`config.mk`:
```
export PLATFORM = sky130hd
export DESIGN_NAME = bsdp_top
export DESIGN_NICKNAME = d
export VERILOG_FILES = /design/src/inc/bsdp_pkg.sv /design/src/rtl/bsdp_fifo.sv /design/src/rtl/bsdp_top.sv
export VERILOG_INCLUDE_DIRS = /design/src /design/src/inc
export SDC_FILE = /design/constraint.sdc
export NUM_CORES = 1
export LEC_CHECK = 0
export ABC_AREA = 1
export BUFFER_PORTS_ARGS = -buffer_cell sky130_fd_sc_hd__buf_2
export CELL_PAD_IN_SITES_DETAIL_PLACEMENT = 1
export CELL_PAD_IN_SITES_GLOBAL_PLACEMENT = 1
export CORE_MARGIN = 5
export CORE_UTILIZATION = 51
export CTS_CLUSTER_SIZE = 16
export DETAILED_ROUTE_END_ITERATION = 16
export GPL_ROUTABILITY_DRIVEN = 0
export GPL_TIMING_DRIVEN = 1
export PLACE_DENSITY_LB_ADDON = 0.1
export SKIP_LAST_GASP = 1
export SYNTH_ARGS = -nofsm -noshare
export SYNTH_HDL_FRONTEND = slang
export SYNTH_SLANG_ARGS = --single-unit
export TNS_END_PERCENT = 1
```
`constraint.sdc`:
```
create_clock -name clk -period 4.3 [get_ports clk]
set_input_delay 0 -clock clk [delete_from_list [all_inputs] [get_ports clk]]
set_output_delay 0 -clock clk [all_outputs]
set_load 0.05 [all_outputs]
```
`src/inc/bsdp_params.svh`:
```
// constants of the boundary-scan test data path
// assumes inclusion by bsdp_pkg, bsdp_top and the testbench files; definitions only
`ifndef BSDP_PARAMS_SVH
`define BSDP_PARAMS_SVH

`define BSDP_IR_LEN      5
`define BSDP_PIN_N       8
`define BSDP_BSR_LEN     9
`define BSDP_CTL_CELL    8
`define BSDP_OP_EXTEST   5'h00
`define BSDP_OP_SAMPLE   5'h01
`define BSDP_OP_BYPASS   5'h1f
`define BSDP_IR_CAPTURE  5'h0d
`define BSDP_IR_RESET    5'h1f
`define BSDP_FIFO_DEPTH  8
`define BSDP_CLK_NS      40
`define BSDP_TCK_MIN_NS  100
`define BSDP_TCK_MIN_CYC ((`BSDP_TCK_MIN_NS + `BSDP_CLK_NS - 1) / `BSDP_CLK_NS)

`endif

```
`src/inc/bsdp_pkg.sv`:
```
// types shared by the boundary-scan data path files
// assumes bsdp_params.svh on the include path
`include "bsdp_params.svh"

package bsdp_pkg;

    typedef enum logic [3:0] {
        BSDP_TLR    = 4'b1111,
        BSDP_RTI    = 4'b1100,
        BSDP_SEL_DR = 4'b0111,
        BSDP_CAP_DR = 4'b0110,
        BSDP_SH_DR  = 4'b0010,
        BSDP_EX1_DR = 4'b0001,
        BSDP_PA_DR  = 4'b0011,
        BSDP_EX2_DR = 4'b0000,
        BSDP_UPD_DR = 4'b0101,
        BSDP_SEL_IR = 4'b0100,
        BSDP_CAP_IR = 4'b1110,
        BSDP_SH_IR  = 4'b1010,
        BSDP_EX1_IR = 4'b1001,
        BSDP_PA_IR  = 4'b1011,
        BSDP_EX2_IR = 4'b1000,
        BSDP_UPD_IR = 4'b1101
    } bsdp_tap_t;

    // one group of pad drive signals
    typedef struct packed {
        logic [`BSDP_PIN_N-1:0] val;
        logic [`BSDP_PIN_N-1:0] oe;
    } bsdp_pad_t;

    typedef logic [`BSDP_BSR_LEN-1:0] bsdp_bsr_t;

endpackage : bsdp_pkg

```
`src/rtl/bsdp_fifo.sv`:
```
// snapshot fifo with a registered read stage
// assumes one clock domain, asynchronous active-low reset
`timescale 1ns/1ps

module bsdp_fifo #(
    parameter int W     = 9,
    parameter int DEPTH = 8
) (
    input  wire logic         clk,
    input  wire logic         nrst,
    input  wire logic [W-1:0] in_data,
    input  wire logic         in_valid,
    output logic              in_ready,
    output logic [W-1:0]      out_data,
    output logic              out_valid,
    input  wire logic         out_ready
);
    localparam int AW = $clog2(DEPTH);

    logic [W-1:0]  mem [DEPTH];
    logic [AW-1:0] wp_r;
    logic [AW-1:0] rp_r;
    logic [AW:0]   cnt_r;
    logic [AW:0]   cnt_nxt;
    logic          push;
    logic          pop;

    // ------------------------------------------------------------
    // flow control
    // ------------------------------------------------------------
    assign push = in_valid && in_ready;
    assign pop  = (cnt_r != '0) && (!out_valid || out_ready);

    always_comb begin
        cnt_nxt = cnt_r;
        if (push && !pop) begin
            cnt_nxt = cnt_r + 1'b1;
        end else if (pop && !push) begin
            cnt_nxt = cnt_r - 1'b1;
        end
    end

    always_ff @(posedge clk or negedge nrst) begin
        if (!nrst) begin
            cnt_r    <= '0;
            in_ready <= 1'b1;
        end else begin
            cnt_r    <= cnt_nxt;
            in_ready <= (cnt_nxt != DEPTH[AW:0]);
        end
    end

    // ------------------------------------------------------------
    // storage and pointers
    // ------------------------------------------------------------
    always_ff @(posedge clk) begin
        if (push) begin
            mem[wp_r] <= in_data;
        end
    end

    always_ff @(posedge clk or negedge nrst) begin
        if (!nrst) begin
            wp_r <= '0;
            rp_r <= '0;
        end else begin
            if (push) begin
                wp_r <= wp_r + 1'b1;
            end
            if (pop) begin
                rp_r <= rp_r + 1'b1;
            end
        end
    end

    // read stage: data leave from a register
    always_ff @(posedge clk or negedge nrst) begin
        if (!nrst) begin
            out_valid <= 1'b0;
            out_data  <= '0;
        end else if (pop) begin
            out_valid <= 1'b1;
            out_data  <= mem[rp_r];
        end else if (out_ready) begin
            out_valid <= 1'b0;
        end
    end

endmodule : bsdp_fifo

```
`src/rtl/bsdp_top.sv`:
```
// boundary-scan test data path: tap sequencer, ir, bypass, boundary cells
// assumes tck, tms, tdi, ntrst and pad levels arrive asynchronous to clk;
// clk must run well above twice the tck rate
`timescale 1ns/1ps
`include "bsdp_params.svh"

module bsdp_top
    import bsdp_pkg::*;
(
    input  wire logic                   clk,
    input  wire logic                   nrst,
    input  wire logic                   tck,
    input  wire logic                   tms,
    input  wire logic                   tdi,
    input  wire logic                   ntrst,
    output logic                        tdo,
    output logic                        tdo_oe,
    input  wire logic [`BSDP_PIN_N-1:0] pad_in,
    output logic [`BSDP_PIN_N-1:0]      pad_out,
    output logic [`BSDP_PIN_N-1:0]      pad_oe,
    input  wire logic [`BSDP_PIN_N-1:0] core_out,
    input  wire logic                   core_oe,
    output logic [`BSDP_PIN_N-1:0]      core_in,
    output logic [`BSDP_BSR_LEN-1:0]    snap_data,
    output logic                        snap_valid,
    input  wire logic                   snap_ready,
    output logic                        snap_space
);

    // ------------------------------------------------------------
    // declarations
    // ------------------------------------------------------------
    logic [2:0]              tck_sy_r;
    logic [1:0]              tms_sy_r;
    logic [1:0]              tdi_sy_r;
    logic [1:0]              trst_sy_r;
    logic [`BSDP_PIN_N-1:0]  pad_sy1_r;
    logic [`BSDP_PIN_N-1:0]  pad_sy2_r;
    logic                    tck_rise;
    logic                    tck_fall;
    logic                    tms_s;
    logic                    tdi_s;
    logic                    trst_n_s;
    bsdp_tap_t               tap_r;
    bsdp_tap_t               tap_nxt;
    logic [`BSDP_IR_LEN-1:0] ir_sh_r;
    logic [`BSDP_IR_LEN-1:0] ir_act_r;
    logic                    byp_r;
    bsdp_bsr_t               bsr_sh_r;
    bsdp_bsr_t               bsr_up_r;
    bsdp_bsr_t               bsr_cap;
    logic                    sel_extest;
    logic                    sel_sample;
    logic                    sel_bsr;
    logic                    ser_bit;
    logic                    shift_st;
    logic                    ctl_cell;
    logic                    snap_push;
    logic                    fifo_in_ready;
    bsdp_pad_t               pad_drv;

    // ------------------------------------------------------------
    // synchronisers and tck edge finding
    // ------------------------------------------------------------
    // stage one of each chain feeds stage two only; edges come from later stages
    // each tck phase must span more than one clk cycle or its edge is lost
    always_ff @(posedge clk or negedge nrst) begin
        if (!nrst) begin
            tck_sy_r  <= 3'h0;
            tms_sy_r  <= 2'h3;
            tdi_sy_r  <= 2'h3;
            trst_sy_r <= 2'h0;
        end else begin
            tck_sy_r  <= {tck_sy_r[1:0], tck};
            tms_sy_r  <= {tms_sy_r[0], tms};
            tdi_sy_r  <= {tdi_sy_r[0], tdi};
            trst_sy_r <= {trst_sy_r[0], ntrst};
        end
    end

    always_ff @(posedge clk or negedge nrst) begin
        if (!nrst) begin
            pad_sy1_r <= '0;
            pad_sy2_r <= '0;
        end else begin
            pad_sy1_r <= pad_in;
            pad_sy2_r <= pad_sy1_r;
        end
    end

    // tms and tdi sampled with the same two-stage lag as the tck edge
    assign tck_rise = tck_sy_r[1] && !tck_sy_r[2];
    assign tck_fall = !tck_sy_r[1] && tck_sy_r[2];
    assign tms_s    = tms_sy_r[1];
    assign tdi_s    = tdi_sy_r[1];
    assign trst_n_s = trst_sy_r[1];

    // ------------------------------------------------------------
    // tap state machine
    // ------------------------------------------------------------
    // five tms-high rises reach reset from any state; no extra counter needed
    always_comb begin
        case (tap_r)
            BSDP_TLR:    tap_nxt = tms_s ? BSDP_TLR    : BSDP_RTI;
            BSDP_RTI:    tap_nxt = tms_s ? BSDP_SEL_DR : BSDP_RTI;
            BSDP_SEL_DR: tap_nxt = tms_s ? BSDP_SEL_IR : BSDP_CAP_DR;
            BSDP_CAP_DR: tap_nxt = tms_s ? BSDP_EX1_DR : BSDP_SH_DR;
            BSDP_SH_DR:  tap_nxt = tms_s ? BSDP_EX1_DR : BSDP_SH_DR;
            BSDP_EX1_DR: tap_nxt = tms_s ? BSDP_UPD_DR : BSDP_PA_DR;
            BSDP_PA_DR:  tap_nxt = tms_s ? BSDP_EX2_DR : BSDP_PA_DR;
            BSDP_EX2_DR: tap_nxt = tms_s ? BSDP_UPD_DR : BSDP_SH_DR;
            BSDP_UPD_DR: tap_nxt = tms_s ? BSDP_SEL_DR : BSDP_RTI;
            BSDP_SEL_IR: tap_nxt = tms_s ? BSDP_TLR    : BSDP_CAP_IR;
            BSDP_CAP_IR: tap_nxt = tms_s ? BSDP_EX1_IR : BSDP_SH_IR;
            BSDP_SH_IR:  tap_nxt = tms_s ? BSDP_EX1_IR : BSDP_SH_IR;
            BSDP_EX1_IR: tap_nxt = tms_s ? BSDP_UPD_IR : BSDP_PA_IR;
            BSDP_PA_IR:  tap_nxt = tms_s ? BSDP_EX2_IR : BSDP_PA_IR;
            BSDP_EX2_IR: tap_nxt = tms_s ? BSDP_UPD_IR : BSDP_SH_IR;
            BSDP_UPD_IR: tap_nxt = tms_s ? BSDP_SEL_DR : BSDP_RTI;
            default:     tap_nxt = BSDP_TLR;
        endcase
    end

    // synchronised test reset wins over any tck edge
    always_ff @(posedge clk or negedge nrst) begin
        if (!nrst) begin
            tap_r <= BSDP_TLR;
        end else if (!trst_n_s) begin
            tap_r <= BSDP_TLR;
        end else if (tck_rise) begin
            tap_r <= tap_nxt;
        end
    end

    // ------------------------------------------------------------
    // instruction register
    // ------------------------------------------------------------
    always_ff @(posedge clk or negedge nrst) begin
        if (!nrst) begin
            ir_sh_r <= `BSDP_IR_CAPTURE;
        end else if (tck_rise) begin
            if (tap_r == BSDP_CAP_IR) begin
                ir_sh_r <= `BSDP_IR_CAPTURE;
            end else if (tap_r == BSDP_SH_IR) begin
                ir_sh_r <= {tdi_s, ir_sh_r[`BSDP_IR_LEN-1:1]};
            end
        end
    end

    // output stage: a new opcode acts only after the update fall
    // it returns to bypass whenever the tap sits in reset
    always_ff @(posedge clk or negedge nrst) begin
        if (!nrst) begin
            ir_act_r <= `BSDP_IR_RESET;
        end else if (tap_r == BSDP_TLR) begin
            ir_act_r <= `BSDP_IR_RESET;
        end else if (tck_fall && tap_r == BSDP_UPD_IR) begin
            ir_act_r <= ir_sh_r;
        end
    end

    // unknown opcodes fall back to bypass
    assign sel_extest = (ir_act_r == `BSDP_OP_EXTEST);
    assign sel_sample = (ir_act_r == `BSDP_OP_SAMPLE);
    assign sel_bsr    = sel_extest || sel_sample;

    // ------------------------------------------------------------
    // bypass register
    // ------------------------------------------------------------
    always_ff @(posedge clk or negedge nrst) begin
        if (!nrst) begin
            byp_r <= 1'b0;
        end else if (tck_rise && !sel_bsr) begin
            if (tap_r == BSDP_CAP_DR) begin
                byp_r <= 1'b0;
            end else if (tap_r == BSDP_SH_DR) begin
                byp_r <= tdi_s;
            end
        end
    end

    // ------------------------------------------------------------
    // boundary register: master stage
    // ------------------------------------------------------------
    // pin cells see the pad level; the control cell sees the core enable
    assign bsr_cap = {core_oe, pad_sy2_r};

    always_ff @(posedge clk or negedge nrst) begin
        if (!nrst) begin
            bsr_sh_r <= '0;
        end else if (tck_rise && sel_bsr) begin
            if (tap_r == BSDP_CAP_DR) begin
                bsr_sh_r <= bsr_cap;
            end else if (tap_r == BSDP_SH_DR) begin
                bsr_sh_r <= {tdi_s, bsr_sh_r[`BSDP_BSR_LEN-1:1]};
            end
        end
    end

    // ------------------------------------------------------------
    // boundary register: slave stage
    // ------------------------------------------------------------
    always_ff @(posedge clk or negedge nrst) begin
        if (!nrst) begin
            bsr_up_r <= '0;
        end else if (tck_fall && tap_r == BSDP_UPD_DR && sel_bsr) begin
            bsr_up_r <= bsr_sh_r;
        end
    end

    // ------------------------------------------------------------
    // pad and core muxing, one slice per pin
    // ------------------------------------------------------------
    // one control cell governs every pin of the group
    assign ctl_cell = bsr_up_r[`BSDP_CTL_CELL];

    // outside extest the cells are bypassed entirely by the functional path
    genvar gi;
    generate
        for (gi = 0; gi < `BSDP_PIN_N; gi = gi + 1) begin : g_pin
            always_comb begin
                if (sel_extest) begin
                    pad_drv.val[gi] = bsr_up_r[gi];
                    pad_drv.oe[gi]  = ctl_cell;
                end else begin
                    pad_drv.val[gi] = core_out[gi];
                    pad_drv.oe[gi]  = core_oe;
                end
            end
        end
    endgenerate

    // pads follow the slave cells one clk after an update
    always_ff @(posedge clk or negedge nrst) begin
        if (!nrst) begin
            pad_out <= '0;
            pad_oe  <= '0;
        end else begin
            pad_out <= pad_drv.val;
            pad_oe  <= pad_drv.oe;
        end
    end

    // in extest the core is fed from the slave cells, not the pads
    always_ff @(posedge clk or negedge nrst) begin
        if (!nrst) begin
            core_in <= '0;
        end else if (sel_extest) begin
            core_in <= bsr_up_r[`BSDP_PIN_N-1:0];
        end else begin
            core_in <= pad_sy2_r;
        end
    end

    // ------------------------------------------------------------
    // serial output
    // ------------------------------------------------------------
    always_comb begin
        if (tap_r == BSDP_SH_IR) begin
            ser_bit = ir_sh_r[0];
        end else if (sel_bsr) begin
            ser_bit = bsr_sh_r[0];
        end else begin
            ser_bit = byp_r;
        end
    end

    // shift states are the only ones that drive the pin
    assign shift_st = (tap_r == BSDP_SH_IR) || (tap_r == BSDP_SH_DR);

    // tdo changes only on the tck fall, half a period before it is sampled;
    // outside the shift states it keeps its last bit so the floating pin stays quiet
    always_ff @(posedge clk or negedge nrst) begin
        if (!nrst) begin
            tdo <= 1'b0;
        end else if (tck_fall && shift_st) begin
            tdo <= ser_bit;
        end
    end

    // the enable drops at once under test reset, not at the next fall
    always_ff @(posedge clk or negedge nrst) begin
        if (!nrst) begin
            tdo_oe <= 1'b0;
        end else if (!trst_n_s) begin
            tdo_oe <= 1'b0;
        end else if (tck_fall) begin
            tdo_oe <= shift_st;
        end
    end

    // ------------------------------------------------------------
    // capture snapshot buffer
    // ------------------------------------------------------------
    // a capture seen while the buffer is full is not queued; snap_space warns
    // the scan never waits on the consumer, so overflow drops the newest word
    assign snap_push = tck_rise && sel_bsr && (tap_r == BSDP_CAP_DR);

    bsdp_fifo #(
        .W     (`BSDP_BSR_LEN),
        .DEPTH (`BSDP_FIFO_DEPTH)
    ) u_snap (
        .clk       (clk),
        .nrst      (nrst),
        .in_data   (bsr_cap),
        .in_valid  (snap_push),
        .in_ready  (fifo_in_ready),
        .out_data  (snap_data),
        .out_valid (snap_valid),
        .out_ready (snap_ready)
    );

    always_ff @(posedge clk or negedge nrst) begin
        if (!nrst) begin
            snap_space <= 1'b1;
        end else begin
            snap_space <= fifo_in_ready;
        end
    end

endmodule : bsdp_top

```
# After elaboration in Yosys (flattened, before gate mapping)

Memory sizes are Yosys's and may differ from the RTL's. A register that Yosys moved wholly into a read port is not among the register bits.
Index checks and enable logic that the tools add are counted.

RAM bits: 72
Bits in registers: 90
Logic and storage cells: 126
Memories: 1
Input bits: 24

Memories:

| memory     | depth | bits a word | rd ports | clocked after memory_dff | wr ports | line            | RTL |
|---|---|---|---|---|---|---|---|
| u_snap.mem | 8     | 9           | 1        | 1                        | 1        | bsdp_fifo.sv:20 | `logic [W-1:0] mem [DEPTH];` |

Reduce and logical (&&, ||, !) cells: 36
$add $sub $neg: 4
Equal/unequal tests: 19
Multiplexer cells: 43

Operator list:

| operator                                            | number |
|---|---|
| case mux 4 bit (12 select lines)                    | 1 |
| equality test 4 bit, second input constant          | 8 |
| 2-to-1 mux 1 bit                                    | 20 |
| 2-to-1 mux 4 bit                                    | 5 |
| 2-to-1 mux 5 bit                                    | 4 |
| 2-to-1 mux 9 bit                                    | 2 |
| equality test 4 x 3 -> 1 bit, second input constant | 4 |
| logical AND 1 bit                                   | 13 |
| 2-to-1 mux 2 bit                                    | 6 |
| 2-to-1 mux 3 bit                                    | 4 |
| equality test 4 x 2 -> 1 bit, second input constant | 2 |
| 2-to-1 mux 8 bit                                    | 1 |
| nonzero test 2 bit                                  | 4 |
| logical NOT 1 bit                                   | 7 |
| adder 3 x 1 -> 3 bit, second input constant         | 2 |
| AND reduction 2 bit                                 | 3 |
| equality test 5 x 1 -> 1 bit, second input constant | 1 |
| logical NOT 5 bit                                   | 1 |
| adder 4 x 1 -> 4 bit, second input constant         | 1 |
| equality test 4 x 1 -> 1 bit, second input constant | 1 |
| logical NOT 4 bit                                   | 1 |
| != test 2 x 1 -> 1 bit, second input constant       | 2 |
| != test 4 bit, second input constant                | 1 |
| nonzero test 4 bit                                  | 1 |
| other kinds (4)                                     | 7 |

# Longest topological paths before layout

Depth after elaboration: 10
Mapped depth: 11

# By module

From an unflattened synthesis, not the netlist that was laid out.

Cell total of the unflattened synthesis: 650
Area, all modules: 7119.3 µm²

By module, submodules not included:

| module    | seq. area each (µm²) | cells an instance | area an instance (µm²) | instances |
|---|---|---|---|---|
| bsdp_fifo | 2688.8               | 330               | 3993.8                 | 1 |
| bsdp_top  | 1973.1               | 320               | 3125.5                 | 1 |

# Worst setup path after synthesis

No wires, ideal clock.

Path kind: register to register
Start point: reg tap_r[2]
End point: mem u_snap.mem[0][0], enable pin
Period minus slack after synthesis: 2.377 ns
Stages on the path, launching flop included: 8
Slack: 1.923 ns
Arrival: 1.990 ns
Setup time: 0.387 ns
Cell sequence: dfstp_2 -> inv_2 -> nor2_4 -> nand2_4 -> nor2_4 -> nand2_4 -> or2_4 -> nor3_1

Cells in the longest elaborated chain, start to end: 5

Ends and longest elaborated chain:

| item                                   | line            | RTL |
|---|---|---|
| from (decl)                            | bsdp_top.sv:44  | `bsdp_tap_t tap_r;` |
| from (signal assigned)                 | bsdp_top.sv:131 | `tap_r <= tap_nxt;` |
| equality test 4 x 3 -> 1 bit           | bsdp_top.sv:297 | `assign snap_push = tck_rise && sel_bsr && (tap_r == BSDP_CAP_DR);` |
| logical AND 1 bit                      | bsdp_top.sv:297 |  |
| logical AND 1 bit                      | bsdp_fifo.sv:31 | `assign push = in_valid && in_ready;` |
| 2-to-1 mux 1 bit                       | bsdp_fifo.sv:57 | `if (push) begin` |
| 2-to-1 mux 1 bit (implied by the code) | bsdp_fifo.sv:58 | `mem[wp_r] <= in_data;` |
| to (decl)                              | bsdp_fifo.sv:20 |  |

No other way between the ends.

# Final worst setup path

Start point: reg tap_r[2]
End point: mem u_snap.mem[6][5], enable pin

The elaborated chain is that of the path after synthesis.

==> impl_metrics.tcl <==
set metrics [dict create \
    status "completed" \
    drtIter0Drc 296 \
    fin_tns_setup_ns 0 \
    numPortBuffers 60 \
    rows 42 \
    layout_min_cycle_time_ns 2.93 \
    hold_viol_final 0 \
    synth_simple_gate_area_share_pct 14.4 \
    slew_headroom_pct 12.0 \
    final_nets 698 \
    cts-root-buf "clkbuf_16" \
    crit_path_end_kind "flip-flop" \
    crit_required_ns 4.33 \
    slew_viol_final 0 \
    max_freq_ghz 0.342 \
    async_flop_share_pct 57.9 \
    clk_pin_slew_ns 0.06 \
    p_total_uw 4580 \
    htree_levels 4 \
    vdd_drop_max_v 0.000297 \
    timing.final.ws_setup_ns 1.37 \
    synth-seq-cells 171 \
    antenna_found_initial 0 \
    die-area_um2 15700 \
    leakagePower_uw 0.00344 \
    area_growth_pct 17.8 \
    rr_startpoint "tap_r[2]" \
    p_per_area_nw_per_um2 572 \
    synth_compound_area_share_pct 11.2 \
    wire_per_inst_um 19.2 \
    numCtsBuffers 17 \
    cp_cell_sequence "inv_2, nor2_4, nand2_4, nor2_4, nand2_4, or2_4, nor3_1" \
    cpMaxStageDelayCell "nor3_1" \
    rr_worst_depth 7 \
    dr.pass1.iters 4 \
    ios 61 \
    drc 0 \
    maxCapViolCount 0 \
    finalInstanceArea_um2 8000 \
    critPathKind "flip-flop to flip-flop" \
    dpl-instance-area_um2 7210 \
    antennaDiodeCount 0 \
    core_area_um2 13100 \
    rsz0062_at_grt "no" \
    period_share_pct 68.0 \
    hp-start "pad_in[0]" \
    grt_overflow 0 \
    mostFrequentLayoutCells "119 x nand2_1, 81 x dfrtp_1, 72 x edfxtp_1" \
    synth_edf_count 72 \
    hpwlAfterDp_um 10900 \
    synth_top_area_share_pct 31.9 \
    syn-num-nets 616 \
    layout_commonest_cell "nand2_1" \
    arrival_ns 2.96 \
    r2r_end "u_snap.mem[6][5]" \
    insertion_delay_ns 0.42 \
    cts.sinks 171 \
    yosys.area.top_type "edfxtp_1" \
    rrSetupSlack_ns 1.37 \
    start_util_pct 51.7 \
    final-setup-viol-count 0 \
    ys.flop_type "dfrtp_1" \
    fin_worst_skew_ns 0.00905 \
    yosys.area_share.adder_pct 0.922 \
    route.vias.total 4682 \
    grt_pass1_vias 5232 \
    synth_xor_area_share_pct 0.387 \
    worst_pin_slew_ns 1.31 \
    die_w_um 125 \
    cp-start-kind "flip-flop" \
    synth_mux_area_share_pct 0 \
    synth_top_family_by_area "simple AND/OR/NAND/NOR gates" \
    postRouteAntennaNets 0 \
    pre_cts_ws_ns 1.43 \
    slowest_delay_ns 0.99 \
    ys_seq_area_share_pct 68.7 \
    synth.distinct_cells 37 \
    tritoncts "done" \
    hold-path-endpoint "pad_sy1_r[0]" \
    yosys_warnings 0 \
    path_max_fanout 19 \
    clock_path_buffers 2 \
    avgViaCountPerCell 5.46 \
    grt_pass1_wl_um 27600 \
    drive_gt1_share_pct 19.5 \
    drt-total-wl_um 16500 \
    synth_area_leaders "edfxtp_1 32%, dfrtp_1 30%, dfstp_2 7.0%, nand2_1 6.6%, o21ai_0 3.6%" \
    post_cts_resized 0 \
    hold_path_class "primary input to flip-flop" \
    grt_use_total_pct 22.5 \
    syn_inst 587 \
    grt_max_degree 67 \
    holdPathStages 2 \
    avgSynthCellArea_um2 11.6 \
    die_y_um 125 \
    netlist_area_um2 6790 \
]
==> flip-flops by register name (all words and copies together) (netlist names), 4 cells and up <==
signal / cells
bsr_up_r: 9
ir_sh_r: 5
u_snap.mem: 72
pad_sy2_r: 8
core_in: 8
bsr_sh_r: 9
u_snap.cnt_r: 4
pad_out: 8
ir_act_r: 5
tap_r: 4
u_snap.out_data: 9
pad_sy1_r: 8
==> where the power goes <==
part	switching [uW]	internal, uW
logic	831	315
registers	129	1870
clock network	621	813
total	1580	3000
==> stage by stage <==
| stage | hold slack [ns] | cells | utilization [%] |
|---|---|---|---|
| finish | 0.220 | 858 | 60.9 |
| floorplan | -0.296 | 587 | - |
| global placement | 0.106 | 802 | 54.9 |
| CTS | 0.200 | 857 | 60.8 |
| global route | 0.220 | 858 | 60.9 |
| detailed placement | 0.107 | 802 | 54.9 |
==> worst max-delay path, delay by kind of cell, from the launching register on <==
| kind | cells | cell delay, ns |
|---|---|---|
| DFF | 1 | 0.58 |
| buffers and inverters | 1 | 0.10 |
| and+or+nand+nor | 6 | 1.85 |
==> worst max path at each step <==
stage,to,cells past startpoint,start
floorplan,u_snap.mem[0][0],7,tap_r[2]
global placement,u_snap.mem[6][2],7,tap_r[2]
detailed placement,u_snap.mem[0][0],7,tap_r[2]
CTS,u_snap.mem[6][1],7,tap_r[2]
global route,u_snap.mem[6][5],7,tap_r[2]
finish,u_snap.mem[6][5],7,tap_r[2]
==> cell families (layout without fill, tap and decap cells) <==
group / after synthesis / count (layout)
adder cells (fa/ha/maj): 5 / 5
XOR/XNOR: 3 / 3
buffers and inverters: 71 / 166
AO/OA/AOI/OAI: 123 / 123
AND/OR/NAND/NOR: 214 / 214
flip-flops: 171 / 171
==> routing by layer <==
layer  share of wire (%)  global-route usage, %  routed length, um
met5                   0                      0                  0
met4                 3.6                   10.0                593
met3                 3.8                   4.43                632
met2                  51                   38.4               8400
met1                  42                   27.9               6850
==> area by class of cell <==
| cell class | count | area [um^2] |
|---|---|---|
| fillers | 1382 | 5140 |
| flip-flops and latches | 171 | 4660 |
| multi-input cells | 345 | 1830 |
| repair buffers | 88 | 571 |
| clock buffers | 22 | 454 |
| well taps | 176 | 220 |
| inverters | 46 | 173 |
| clock inverters | 10 | 92.6 |
==> Yosys cell counts (3+ instances only) <==
| cell type | count |
|---|---|
| nand3_1 | 16 |
| o221ai_1 | 10 |
| inv_2 | 7 |
| o22ai_1 | 9 |
| dfrtp_1 | 81 |
| dfstp_2 | 18 |
| ha_1 | 5 |
| nor3_1 | 9 |
| xor2_1 | 3 |
| o21ai_1 | 15 |
| o21ai_0 | 49 |
| nand2_1 | 119 |
| nor2_4 | 3 |
| a21oi_1 | 5 |
| clkbuf_1 | 15 |
| buf_4 | 8 |
| a31oi_1 | 6 |
| nor2_1 | 53 |
| inv_1 | 38 |
| o211ai_1 | 20 |
| a22oi_1 | 5 |
| edfxtp_1 | 72 |
| nand2_2 | 3 |
==> what timing repair did <==
item,CTS,global route
hold buffers,23,0
endpoints found under the hold margin,81,0
buffers inserted,0,0
No activity file was read; power rests on OpenSTA's default activity.
